[src/zt_xor_params.svh]
// Constants for the zero-test-skip and xor-literal execute block.
`ifndef ZT_XOR_PARAMS_SVH
`define ZT_XOR_PARAMS_SVH
`define ZTS_OPC_HI 7'h33
`define XOR_OPC_HI 8'h0a
`define NOP_WORD 16'h0000
`define IDX_LIMIT 8'h5f
`define ACC_RST 8'h00
`define BANK_RST 4'h0
`define PTR_RST 21'h000000
`define CLK_NS 20
`define PHASES 4
`define REG_RD_OFF 32'h00000000
`define REG_ACC 32'h00000000
`define REG_BANK 32'h00000004
`define REG_STAT 32'h00000008
`define REG_TLAT 32'h0000000c
`define REG_TPTR 32'h00000010
`define REG_CTRL 32'h00000014
`define REG_HOLD 32'h00000018
`define REG_LAST 32'h0000001c
`endif

[src/zt_xor_pkg.sv]
// Types for the zero-test-skip and xor-literal execute block.
package zt_xor_pkg;
    typedef enum logic [1:0] {PH_DECODE, PH_READ, PH_PROC, PH_WRITE} phase_t;
    typedef enum logic [1:0] {EX_RUN, EX_SKIP1, EX_SKIP2} exec_t;
    typedef struct packed {
        logic [7:0] addr;
        logic [3:0] bank;
        logic access_bank;
        logic indexed;
        logic rd;
    } mem_req_t;
endpackage

[src/zt_xor_exec.sv]
// Decode and execute logic for zero-test-skip, xor-literal and table write.
//
// Chosen here: the Wishbone slave port and the address map.
`timescale 1ns/1ns
`include "zt_xor_params.svh"
// How it works
// RULE1: Upper seven bits 0110011 decode zero-test-skip; next bit bank select; low byte address.
// RULE2: Zero operand discards prefetched word, runs a no-op; instruction takes two cycles.
// RULE3: Skipped two-word instruction costs one more no-op cycle, three total.
// RULE4: Selector 0 uses shared access bank; selector 1 uses bank pick register.
// RULE5: Extended set, selector 0, address at most 95 means indexed literal offset.
// RULE6: Xor-literal XORs accumulator with the 8-bit literal, result back to accumulator.
// RULE7: Upper byte 00001010 decodes xor-literal; literal in low byte.
// RULE8: Xor-literal sets negative from bit 7, zero from result, others unchanged.
// RULE9: Phase one decodes, two reads, three processes, four writes or idles.
// RULE10: Table write copies latch byte to holding; pointer post or pre incremented.
module zt_xor_exec (
    input wire logic clk_i,
    input wire logic rst_i,
    input wire logic [15:0] instr_i,
    input wire logic instr_valid_i,
    input wire logic next_two_word_i,
    input wire logic [7:0] mem_rdata_i,
    input wire logic [31:0] adr_i,
    input wire logic [31:0] dat_i,
    input wire logic [3:0] sel_i,
    input wire logic we_i,
    input wire logic cyc_i,
    input wire logic stb_i,
    output zt_xor_pkg::mem_req_t mem_req_o,
    output zt_xor_pkg::phase_t phase_o,
    output logic busy_o,
    output logic [7:0] acc_o,
    output logic [31:0] dat_o,
    output logic ack_o
);
    import zt_xor_pkg::*;

    // ****************************************
    // Phase and execute state
    // ****************************************
    phase_t ph_q, ph_d;
    exec_t ex_q, ex_d;
    logic [15:0] ir_q, ir_d;
    logic is_zts, is_xor, is_tbw;
    logic [7:0] acc_q, acc_d;
    logic neg_q, neg_d, zero_q, zero_d;
    logic [7:0] opnd_q, opnd_d;
    logic [3:0] bank_q, bank_d;
    logic xinst_q, xinst_d;
    logic [7:0] tlat_q, tlat_d;
    logic [20:0] tptr_q, tptr_d;
    logic [7:0] hold_q, hold_d;
    logic [20:0] hold_at_q, hold_at_d;
    logic [1:0] skips_q, skips_d;
    mem_req_t req_q, req_d;
    logic ack_q, ack_d;
    logic [31:0] rdat_q, rdat_d;
    logic [7:0] res;
    logic bus_wr, bus_rd;
    logic busy_q, busy_d;

    // Opcode recognition on the latched instruction word.
    assign is_zts = (ir_q[15:9] == `ZTS_OPC_HI); // RULE1
    assign is_xor = (ir_q[15:8] == `XOR_OPC_HI); // RULE7
    // Table write family: 0000 0000 0000 11nn.
    assign is_tbw = (ir_q[15:2] == 14'h0003);
    assign res = acc_q ^ ir_q[7:0]; // RULE6
    assign bus_wr = cyc_i && stb_i && we_i && !ack_q;
    assign bus_rd = cyc_i && stb_i && !we_i && !ack_q;

    // Next-state logic for the four-phase execute sequencer and registers.
    always_comb begin
        ph_d = ph_q;
        ex_d = ex_q;
        ir_d = ir_q;
        acc_d = acc_q;
        neg_d = neg_q;
        zero_d = zero_q;
        opnd_d = opnd_q;
        bank_d = bank_q;
        xinst_d = xinst_q;
        tlat_d = tlat_q;
        tptr_d = tptr_q;
        hold_d = hold_q;
        hold_at_d = hold_at_q;
        skips_d = skips_q;
        req_d = '0;
        case (ph_q) // RULE9
            PH_DECODE: begin
                if (ex_q != EX_RUN) begin
                    ph_d = PH_READ;
                end else if (instr_valid_i) begin
                    ir_d = instr_i;
                    ph_d = PH_READ;
                end
            end
            PH_READ: begin
                ph_d = PH_PROC;
                if (ex_q == EX_RUN && is_zts) begin
                    req_d.addr = ir_q[7:0];
                    req_d.access_bank = !ir_q[8]; // RULE4
                    req_d.bank = ir_q[8] ? bank_q : 4'h0; // RULE4
                    req_d.indexed = xinst_q && !ir_q[8] && (ir_q[7:0] <= `IDX_LIMIT); // RULE5
                    req_d.rd = 1'b1;
                end
            end
            PH_PROC: begin
                ph_d = PH_WRITE;
                if (ex_q == EX_RUN && is_zts) begin
                    opnd_d = mem_rdata_i;
                end
            end
            PH_WRITE: begin
                ph_d = PH_DECODE;
                case (ex_q)
                    EX_RUN: begin
                        if (is_xor) begin
                            acc_d = res; // RULE6
                            neg_d = res[7]; // RULE8
                            zero_d = (res == 8'h00); // RULE8
                        end else if (is_zts && opnd_q == 8'h00) begin
                            ex_d = EX_SKIP1; // RULE2
                            skips_d = skips_q + 2'h1;
                        end else if (is_tbw) begin
                            // RULE10
                            if (ir_q[1:0] == 2'h3) begin
                                hold_d = tlat_q;
                                hold_at_d = tptr_q + 21'h000001;
                                tptr_d = tptr_q + 21'h000001;
                            end else begin
                                hold_d = tlat_q;
                                hold_at_d = tptr_q;
                                if (ir_q[1:0] == 2'h1) begin
                                    tptr_d = tptr_q + 21'h000001;
                                end else if (ir_q[1:0] == 2'h2) begin
                                    tptr_d = tptr_q - 21'h000001;
                                end
                            end
                        end
                    end
                    EX_SKIP1: begin
                        ex_d = next_two_word_i ? EX_SKIP2 : EX_RUN; // RULE3
                        ir_d = `NOP_WORD;
                    end
                    default: begin
                        ex_d = EX_RUN;
                        ir_d = `NOP_WORD;
                    end
                endcase
            end
            default: ph_d = PH_DECODE;
        endcase
        // Bus writes to the software-visible registers.
        if (bus_wr) begin
            case (adr_i)
                `REG_ACC: if (sel_i[0]) acc_d = dat_i[7:0];
                `REG_BANK: if (sel_i[0]) bank_d = dat_i[3:0];
                `REG_TLAT: if (sel_i[0]) tlat_d = dat_i[7:0];
                `REG_TPTR: tptr_d = dat_i[20:0];
                `REG_CTRL: if (sel_i[0]) xinst_d = dat_i[0];
                default: ;
            endcase
        end
        // Busy follows the next execute state so that the output leaves a flop.
        busy_d = (ex_d != EX_RUN);
    end

    // Wishbone classic slave answer path: ack one cycle after the strobe.
    always_comb begin
        ack_d = cyc_i && stb_i && !ack_q;
        rdat_d = 32'h00000000;
        if (bus_rd) begin
            case (adr_i)
                `REG_ACC: rdat_d = {24'h000000, acc_q};
                `REG_BANK: rdat_d = {28'h0000000, bank_q};
                `REG_STAT: rdat_d = {28'h0000000, skips_q, neg_q, zero_q};
                `REG_TLAT: rdat_d = {24'h000000, tlat_q};
                `REG_TPTR: rdat_d = {11'h000, tptr_q};
                `REG_CTRL: rdat_d = {31'h00000000, xinst_q};
                `REG_HOLD: rdat_d = {24'h000000, hold_q};
                `REG_LAST: rdat_d = {11'h000, hold_at_q};
                default: rdat_d = 32'h00000000;
            endcase
        end
    end

    // State registers with synchronous reset.
    always_ff @(posedge clk_i) begin
        if (rst_i) begin
            ph_q <= PH_DECODE;
            ex_q <= EX_RUN;
            ir_q <= `NOP_WORD;
            acc_q <= `ACC_RST;
            neg_q <= 1'b0;
            zero_q <= 1'b0;
            opnd_q <= 8'h00;
            bank_q <= `BANK_RST;
            xinst_q <= 1'b0;
            tlat_q <= 8'h00;
            tptr_q <= `PTR_RST;
            hold_q <= 8'h00;
            hold_at_q <= `PTR_RST;
            skips_q <= 2'h0;
            req_q <= '0;
            ack_q <= 1'b0;
            rdat_q <= 32'h00000000;
            busy_q <= 1'b0;
        end else begin
            ph_q <= ph_d;
            ex_q <= ex_d;
            ir_q <= ir_d;
            acc_q <= acc_d;
            neg_q <= neg_d;
            zero_q <= zero_d;
            opnd_q <= opnd_d;
            bank_q <= bank_d;
            xinst_q <= xinst_d;
            tlat_q <= tlat_d;
            tptr_q <= tptr_d;
            hold_q <= hold_d;
            hold_at_q <= hold_at_d;
            skips_q <= skips_d;
            req_q <= req_d;
            ack_q <= ack_d;
            rdat_q <= rdat_d;
            busy_q <= busy_d;
        end
    end

    // Outputs straight from flip-flops.
    assign mem_req_o = req_q;
    assign phase_o = ph_q;
    assign busy_o = busy_q;
    assign acc_o = acc_q;
    assign dat_o = rdat_q;
    assign ack_o = ack_q;

    // ****************************************
    // Assertions
    // ****************************************
    chk_zts_decode: assert property (@(posedge clk_i) disable iff (rst_i) // RULE1
        (ph_q == PH_READ && ex_q == EX_RUN && ir_q[15:9] == 7'h33) |=> mem_req_o.rd)
        else $error("zero test did not read its operand");
    chk_skip_entry: assert property (@(posedge clk_i) disable iff (rst_i) // RULE2
        (ph_q == PH_WRITE && ex_q == EX_RUN && is_zts && opnd_q == 8'h00)
        |=> ex_q == EX_SKIP1 ##4 ex_q != EX_SKIP1)
        else $error("skip cycle not taken");
    chk_skip_two: assert property (@(posedge clk_i) disable iff (rst_i) // RULE3
        (ph_q == PH_WRITE && ex_q == EX_SKIP1 && next_two_word_i) |=> ex_q == EX_SKIP2)
        else $error("second skip cycle missing");
    chk_bank_sel: assert property (@(posedge clk_i) disable iff (rst_i) // RULE4
        $rose(mem_req_o.rd) |-> mem_req_o.access_bank == !ir_q[8])
        else $error("bank selection wrong");
    chk_indexed: assert property (@(posedge clk_i) disable iff (rst_i) // RULE5
        (mem_req_o.rd && mem_req_o.indexed) |-> (xinst_q && mem_req_o.addr <= 8'h5f))
        else $error("indexed mode outside range");
    chk_xor_acc: assert property (@(posedge clk_i) disable iff (rst_i || bus_wr) // RULE6
        (ph_q == PH_WRITE && ex_q == EX_RUN && is_xor)
        |=> acc_q == ($past(acc_q) ^ $past(ir_q[7:0])))
        else $error("xor result wrong");
    chk_xor_flags: assert property (@(posedge clk_i) disable iff (rst_i) // RULE8
        (ph_q == PH_WRITE && ex_q == EX_RUN && is_xor)
        |=> (neg_q == ($past(acc_q[7]) ^ $past(ir_q[7])))
        && (zero_q == ($past(acc_q) == $past(ir_q[7:0]))))
        else $error("xor flags wrong");
    chk_phase_walk: assert property (@(posedge clk_i) disable iff (rst_i) // RULE9
        (ph_q == PH_READ) |=> ph_q == PH_PROC ##1 ph_q == PH_WRITE ##1 ph_q == PH_DECODE)
        else $error("phase order broken");
    chk_tbw_copy: assert property (@(posedge clk_i) disable iff (rst_i) // RULE10
        (ph_q == PH_WRITE && ex_q == EX_RUN && is_tbw) |=> hold_q == $past(tlat_q))
        else $error("table write did not copy latch");
    // Only the xor literal may move the accumulator at the write phase.
    chk_acc_hold: assert property (@(posedge clk_i) disable iff (rst_i || bus_wr) // RULE7
        (ph_q == PH_WRITE && !(ex_q == EX_RUN && ir_q[15:8] == 8'h0a))
        |=> acc_q == $past(acc_q))
        else $error("accumulator changed without xor literal");
    // Skip cycles behave as no-ops and end when they should.
    chk_skip_quiet: assert property (@(posedge clk_i) disable iff (rst_i) // RULE2
        (ex_q != EX_RUN) |=> !mem_req_o.rd)
        else $error("memory read during a skip cycle");
    chk_no_skip: assert property (@(posedge clk_i) disable iff (rst_i) // RULE2
        (ph_q == PH_WRITE && ex_q == EX_RUN && ir_q[15:9] == 7'h33 && opnd_q != 8'h00)
        |=> ex_q == EX_RUN)
        else $error("skip taken on nonzero operand");
    chk_skip_single: assert property (@(posedge clk_i) disable iff (rst_i) // RULE3
        (ph_q == PH_WRITE && ex_q == EX_SKIP1 && !next_two_word_i) |=> ex_q == EX_RUN)
        else $error("extra skip cycle after one-word instruction");
    chk_skip_end: assert property (@(posedge clk_i) disable iff (rst_i) // RULE3
        (ph_q == PH_WRITE && ex_q == EX_SKIP2) |=> ex_q == EX_RUN)
        else $error("skip did not end after the second cycle");
    // Operand request fields follow the selector and the extended-set switch; flags hold outside xor literal; reads fall in the process phase.
    chk_bank_field: assert property (@(posedge clk_i) disable iff (rst_i) // RULE4
        $rose(mem_req_o.rd) |-> mem_req_o.bank == (ir_q[8] ? bank_q : 4'h0))
        else $error("bank field wrong on operand read");
    chk_idx_taken: assert property (@(posedge clk_i) disable iff (rst_i) // RULE5
        ($rose(mem_req_o.rd) && xinst_q && !ir_q[8] && ir_q[7:0] <= 8'h5f)
        |-> mem_req_o.indexed)
        else $error("indexed mode not taken");
    chk_flags_keep: assert property (@(posedge clk_i) disable iff (rst_i) // RULE8
        (ph_q != PH_WRITE || ex_q != EX_RUN || ir_q[15:8] != 8'h0a)
        |=> neg_q == $past(neg_q) && zero_q == $past(zero_q))
        else $error("flags changed outside xor literal");
    chk_read_phase: assert property (@(posedge clk_i) disable iff (rst_i) // RULE9
        mem_req_o.rd |-> ph_q == PH_PROC)
        else $error("operand read outside process phase");
    // Table pointer moves after the copy for post-increment, before it for pre-increment.
    chk_ptr_post: assert property (@(posedge clk_i) disable iff (rst_i || bus_wr) // RULE10
        (ph_q == PH_WRITE && ex_q == EX_RUN && ir_q == 16'h000d)
        |=> tptr_q == $past(tptr_q) + 21'h000001 && hold_at_q == $past(tptr_q))
        else $error("post-increment table write wrong");
    chk_ptr_pre: assert property (@(posedge clk_i) disable iff (rst_i || bus_wr) // RULE10
        (ph_q == PH_WRITE && ex_q == EX_RUN && ir_q == 16'h000f)
        |=> tptr_q == $past(tptr_q) + 21'h000001 && hold_at_q == $past(tptr_q) + 21'h000001)
        else $error("pre-increment table write wrong");
    // The bus answer is a single-cycle pulse.
    chk_ack_pulse: assert property (@(posedge clk_i) disable iff (rst_i)
        ack_o |=> !ack_o)
        else $error("ack held longer than one cycle");
endmodule

[config.mk]
export PLATFORM = sky130hd
export DESIGN_NAME = zt_xor_exec
export DESIGN_NICKNAME = d
export VERILOG_FILES = /design/src/zt_xor_pkg.sv /design/src/zt_xor_exec.sv
export VERILOG_INCLUDE_DIRS = /design/src /design/src/src
export SDC_FILE = /design/constraint.sdc
export NUM_CORES = 1
export LEC_CHECK = 0
export ABC_CLOCK_PERIOD_IN_PS = 2100
export BUFFER_PORTS_ARGS = -buffer_cell sky130_fd_sc_hd__buf_2
export CORE_ASPECT_RATIO = 2
export CORE_MARGIN = 1
export CORE_UTILIZATION = 49
export DETAILED_ROUTE_END_ITERATION = 6
export PLACE_DENSITY_LB_ADDON = 0.1
export SYNTH_ARGS = -nofsm -noshare
export SYNTH_HDL_FRONTEND = slang
export SYNTH_SLANG_ARGS = --single-unit
[constraint.sdc]
create_clock -name clk_i -period 2.1 [get_ports clk_i]
set_input_delay 0.105 -clock clk_i [delete_from_list [all_inputs] [get_ports clk_i]]
set_output_delay 0.105 -clock clk_i [all_outputs]
set_load 0.01 [all_outputs]
==> flow_summary.ini <==
[final_layout]
multi_input_area_um2 = 3830
fin_nets = 1110
fillers = 1169
drive_above_1_share_pct = 29.8
diodes = 0
area_delta_synth_final_pct = 35.0
seqCellArea_um2 = 2830
final-instance-count-excl-fill = 1207

[yosys]
postSynthCellCount = 795
yosysTopAreaCell = dfxtp_1
ys_ff_latch = 141
synth_edf_count = 0
ys_top_cells_by_area = dfxtp_1 41%, nor2_1 7.7%, mux2i_1 5.2%
syn_area_um2 = 6890
synth_top_cell_area_share_pct = 41.0
synth_ff_type = dfxtp_1
seq_area_frac_synth_pct = 41.0
postSynthAreaPerCell_um2 = 8.67
synth_cell_types = 60
ys_warn_count = 0
async_flop_share_pct = 0

[drt]
drcViolationCount = 0
drt_iter0_drc = 431
via_count = 6754
dr.pass1.iters = 5
antenna_left = 0
routed_wl_um = 22100
wl_per_cell_um = 18.3
via_per_inst = 5.60

[floorplan]
core_um2 = 13800
dieWidth_um = 85.9
boundaryPins = 158
die_h_um = 170
dieArea_um2 = 14600
rows = 61
start_util_pct = 49.9

[pwr]
fin_total_pwr_mw = 7.13
powerDensity_nw_per_um2 = 766
power_leakage_nw = 3.65
ir_drop_uv = 733

[setup_path]
end_kind = register
worst-path-max-fanout = 2
critPathArrivalTime_ps = 2390
crit_chain = or4_4 -> or3_1 -> nor4_2 -> a31oi_1 -> or3_1 -> a311oi_1
regToRegSetupSlack_ps = 40
crit_path_frequent_cell = or3_1
worst_ep_required_time_ps = 2430
start_kind = register
cpMaxStageDelayCell = or4_4
crit_type = register to register
max_stage_delay_ps = 530

[status]
status = finished clean

[global_route]
grt_pass1_wl_um = 33800
grt_pass1_vias = 6791
antenna_found_initial = 0
grt_max_degree = 104
overflow = 0
gr-usage-all-layers_pct = 30.8

[clock_tree]
insertion_delay_ps = 420
clkTransAtPathRegs_ps = 70
clkSinkCount = 141
cts_buffer_depth = 2
cts_tree = done
cts-htree-levels = 4
cts_root_buf = clkbuf_16
cts_buffers = 17

[sta]
rsz0062_at_grt = true
period_minus_slack_ps = 2060
slew_viol_final = 0
fin_skew_ps = 8.40
hold_viol_final = 0
fmax_ghz = 0.485
worstMarginPinSlew_ps = 508
setup_viol = 0
post-route-period-util_pct = 98.2
setup_ws_ps = 36.8
max_slew_margin_pct = 66.1

[placed_design]
hpwlAfterDp_um = 16500
pre_cts_ws_ps = -57.5
gp_congestion = 0.895
dpl.cell_count = 1136
portBuffers = 132

[hold_path]
hold_path.class = input port to register

[flow_run]
maxCapViolations = 0
cell type report:
cell class / instances / share of cell area (%)
Clock buffer: 17 / 4.57
Clock inverter: 15 / 2.14
Inverter: 7 / 0.283
Multi-Input combinational cell: 582 / 41.2
Sequential cell: 141 / 30.4
Tap cell: 189 / 2.54
Timing Repair Buffer: 256 / 18.8
per-stage QoR:
step / hold WS [ps] / util [%] / setup TNS [ps] / area (um^2)
2_1_floorplan: 235 / - / -50.3 / 6930
3_3_place_gp: 339 / 59.0 / -26.5 / 8150
3_5_place_dp: 342 / 59.0 / -58.9 / 8150
4_1_cts: 4.64 / 66.3 / 0 / 9160
5_1_grt: 7.19 / 67.3 / -157 / 9300
6_report: 14.6 / 67.3 / 0 / 9300
path summary, 6_finish.rpt:
kind | start | endpoint | cells after the start
max | tptr_q[14] | tptr_q[18] | 6
min | dat_i[4] | tlat_q[4] | 3
max reg2reg | tptr_q[14] | tptr_q[18] | 6
min reg2reg | hold_q[0] | hold_q[0] | 2
kinds of logic after synthesis:
kind of cell	count (synthesis)	synth area share (%)
AO/OA/AOI/OAI	128	13.0
XOR/XNOR	53	6.74
adder cells (fa/ha/maj)	6	1.09
buffers and inverters	82	6.06
flip-flops	141	41.0
multiplexers	48	8.01
other	1	0.0544
AND/OR/NAND/NOR	336	24.1
critical path, delay by kind of cell (launching register included):
kind            cells  cell delay (ps)
flops               1              310
simple gates        4             1360
compound gates      2              320
cells in the mapped netlist (all sizes together), types with 8 or more instances:
master  count
and3        8
or3         9
mux2i      36
buf        27
dfxtp     141
a221oi      8
clkbuf     47
xor2       16
a22oi      31
and2       12
nor3       19
o21ai      11
nand3      23
nor2      141
nand2      58
a21oi      24
nor4       24
a311oi      9
a211oi     34
nand4      14
xnor2      37
power by group:
group	total (mW)	internal (mW)	switching [mW]
clock network	3.12	1.72	1.40
registers	2.87	2.76	0.111
logic	1.13	0.518	0.610
total	7.13	5.01	2.12
cell usage in the layout (no fill, tap or decap), drive strengths merged, types with 9 or more instances in the layout:
| cell type | netlist | layout |
|---|---|---|
| a21oi | 24 | 24 |
| mux2i | 36 | 36 |
| nor4 | 24 | 24 |
| nor2 | 141 | 141 |
| conb | 1 | 11 |
| nand2 | 58 | 58 |
| dlygate4sd3 | 1 | 37 |
| nand3 | 23 | 23 |
| a211oi | 34 | 34 |
| buf | 27 | 219 |
| xor2 | 16 | 16 |
| and2 | 12 | 12 |
| nor3 | 19 | 19 |
| xnor2 | 37 | 37 |
| o21ai | 11 | 11 |
| dfxtp | 141 | 141 |
| inv | 7 | 14 |
| a22oi | 31 | 31 |
| nand4 | 14 | 14 |
| a311oi | 9 | 9 |
| or3 | 9 | 9 |
| clkbuf | 47 | 17 |
registers in the layout, summed over array words and instances (netlist names), 2 cells and up:
name / count
opnd_q: 8
bank_q: 4
skips_q: 2
tlat_q: 8
phase_o: 2
mem_req_o: 15
ir_q: 16
ex_q: 2
hold_at_q: 21
dat_o: 21
hold_q: 8
tptr_q: 21
acc_o: 8
per-layer routing:
metal | track usage, % | wire length (um) | vias up
met5 | 0 | 0 | -
met4 | 22.1 | 1480 | 0
met3 | 4.67 | 863 | 89
met2 | 60.3 | 12700 | 232
met1 | 27.5 | 7110 | 3209
li1 | - | - | 3224
what timing repair did:
item                                   4_1_cts  5_1_grt
setup buffers                                0        1
gates cloned                                 0        1
setup endpoints to repair                    8       38
endpoints found under the hold margin       36        0
pin swaps                                    3       15
hold buffers                                37        0
resized for setup                            6       27
No activity file was read; power rests on OpenSTA's default activity.
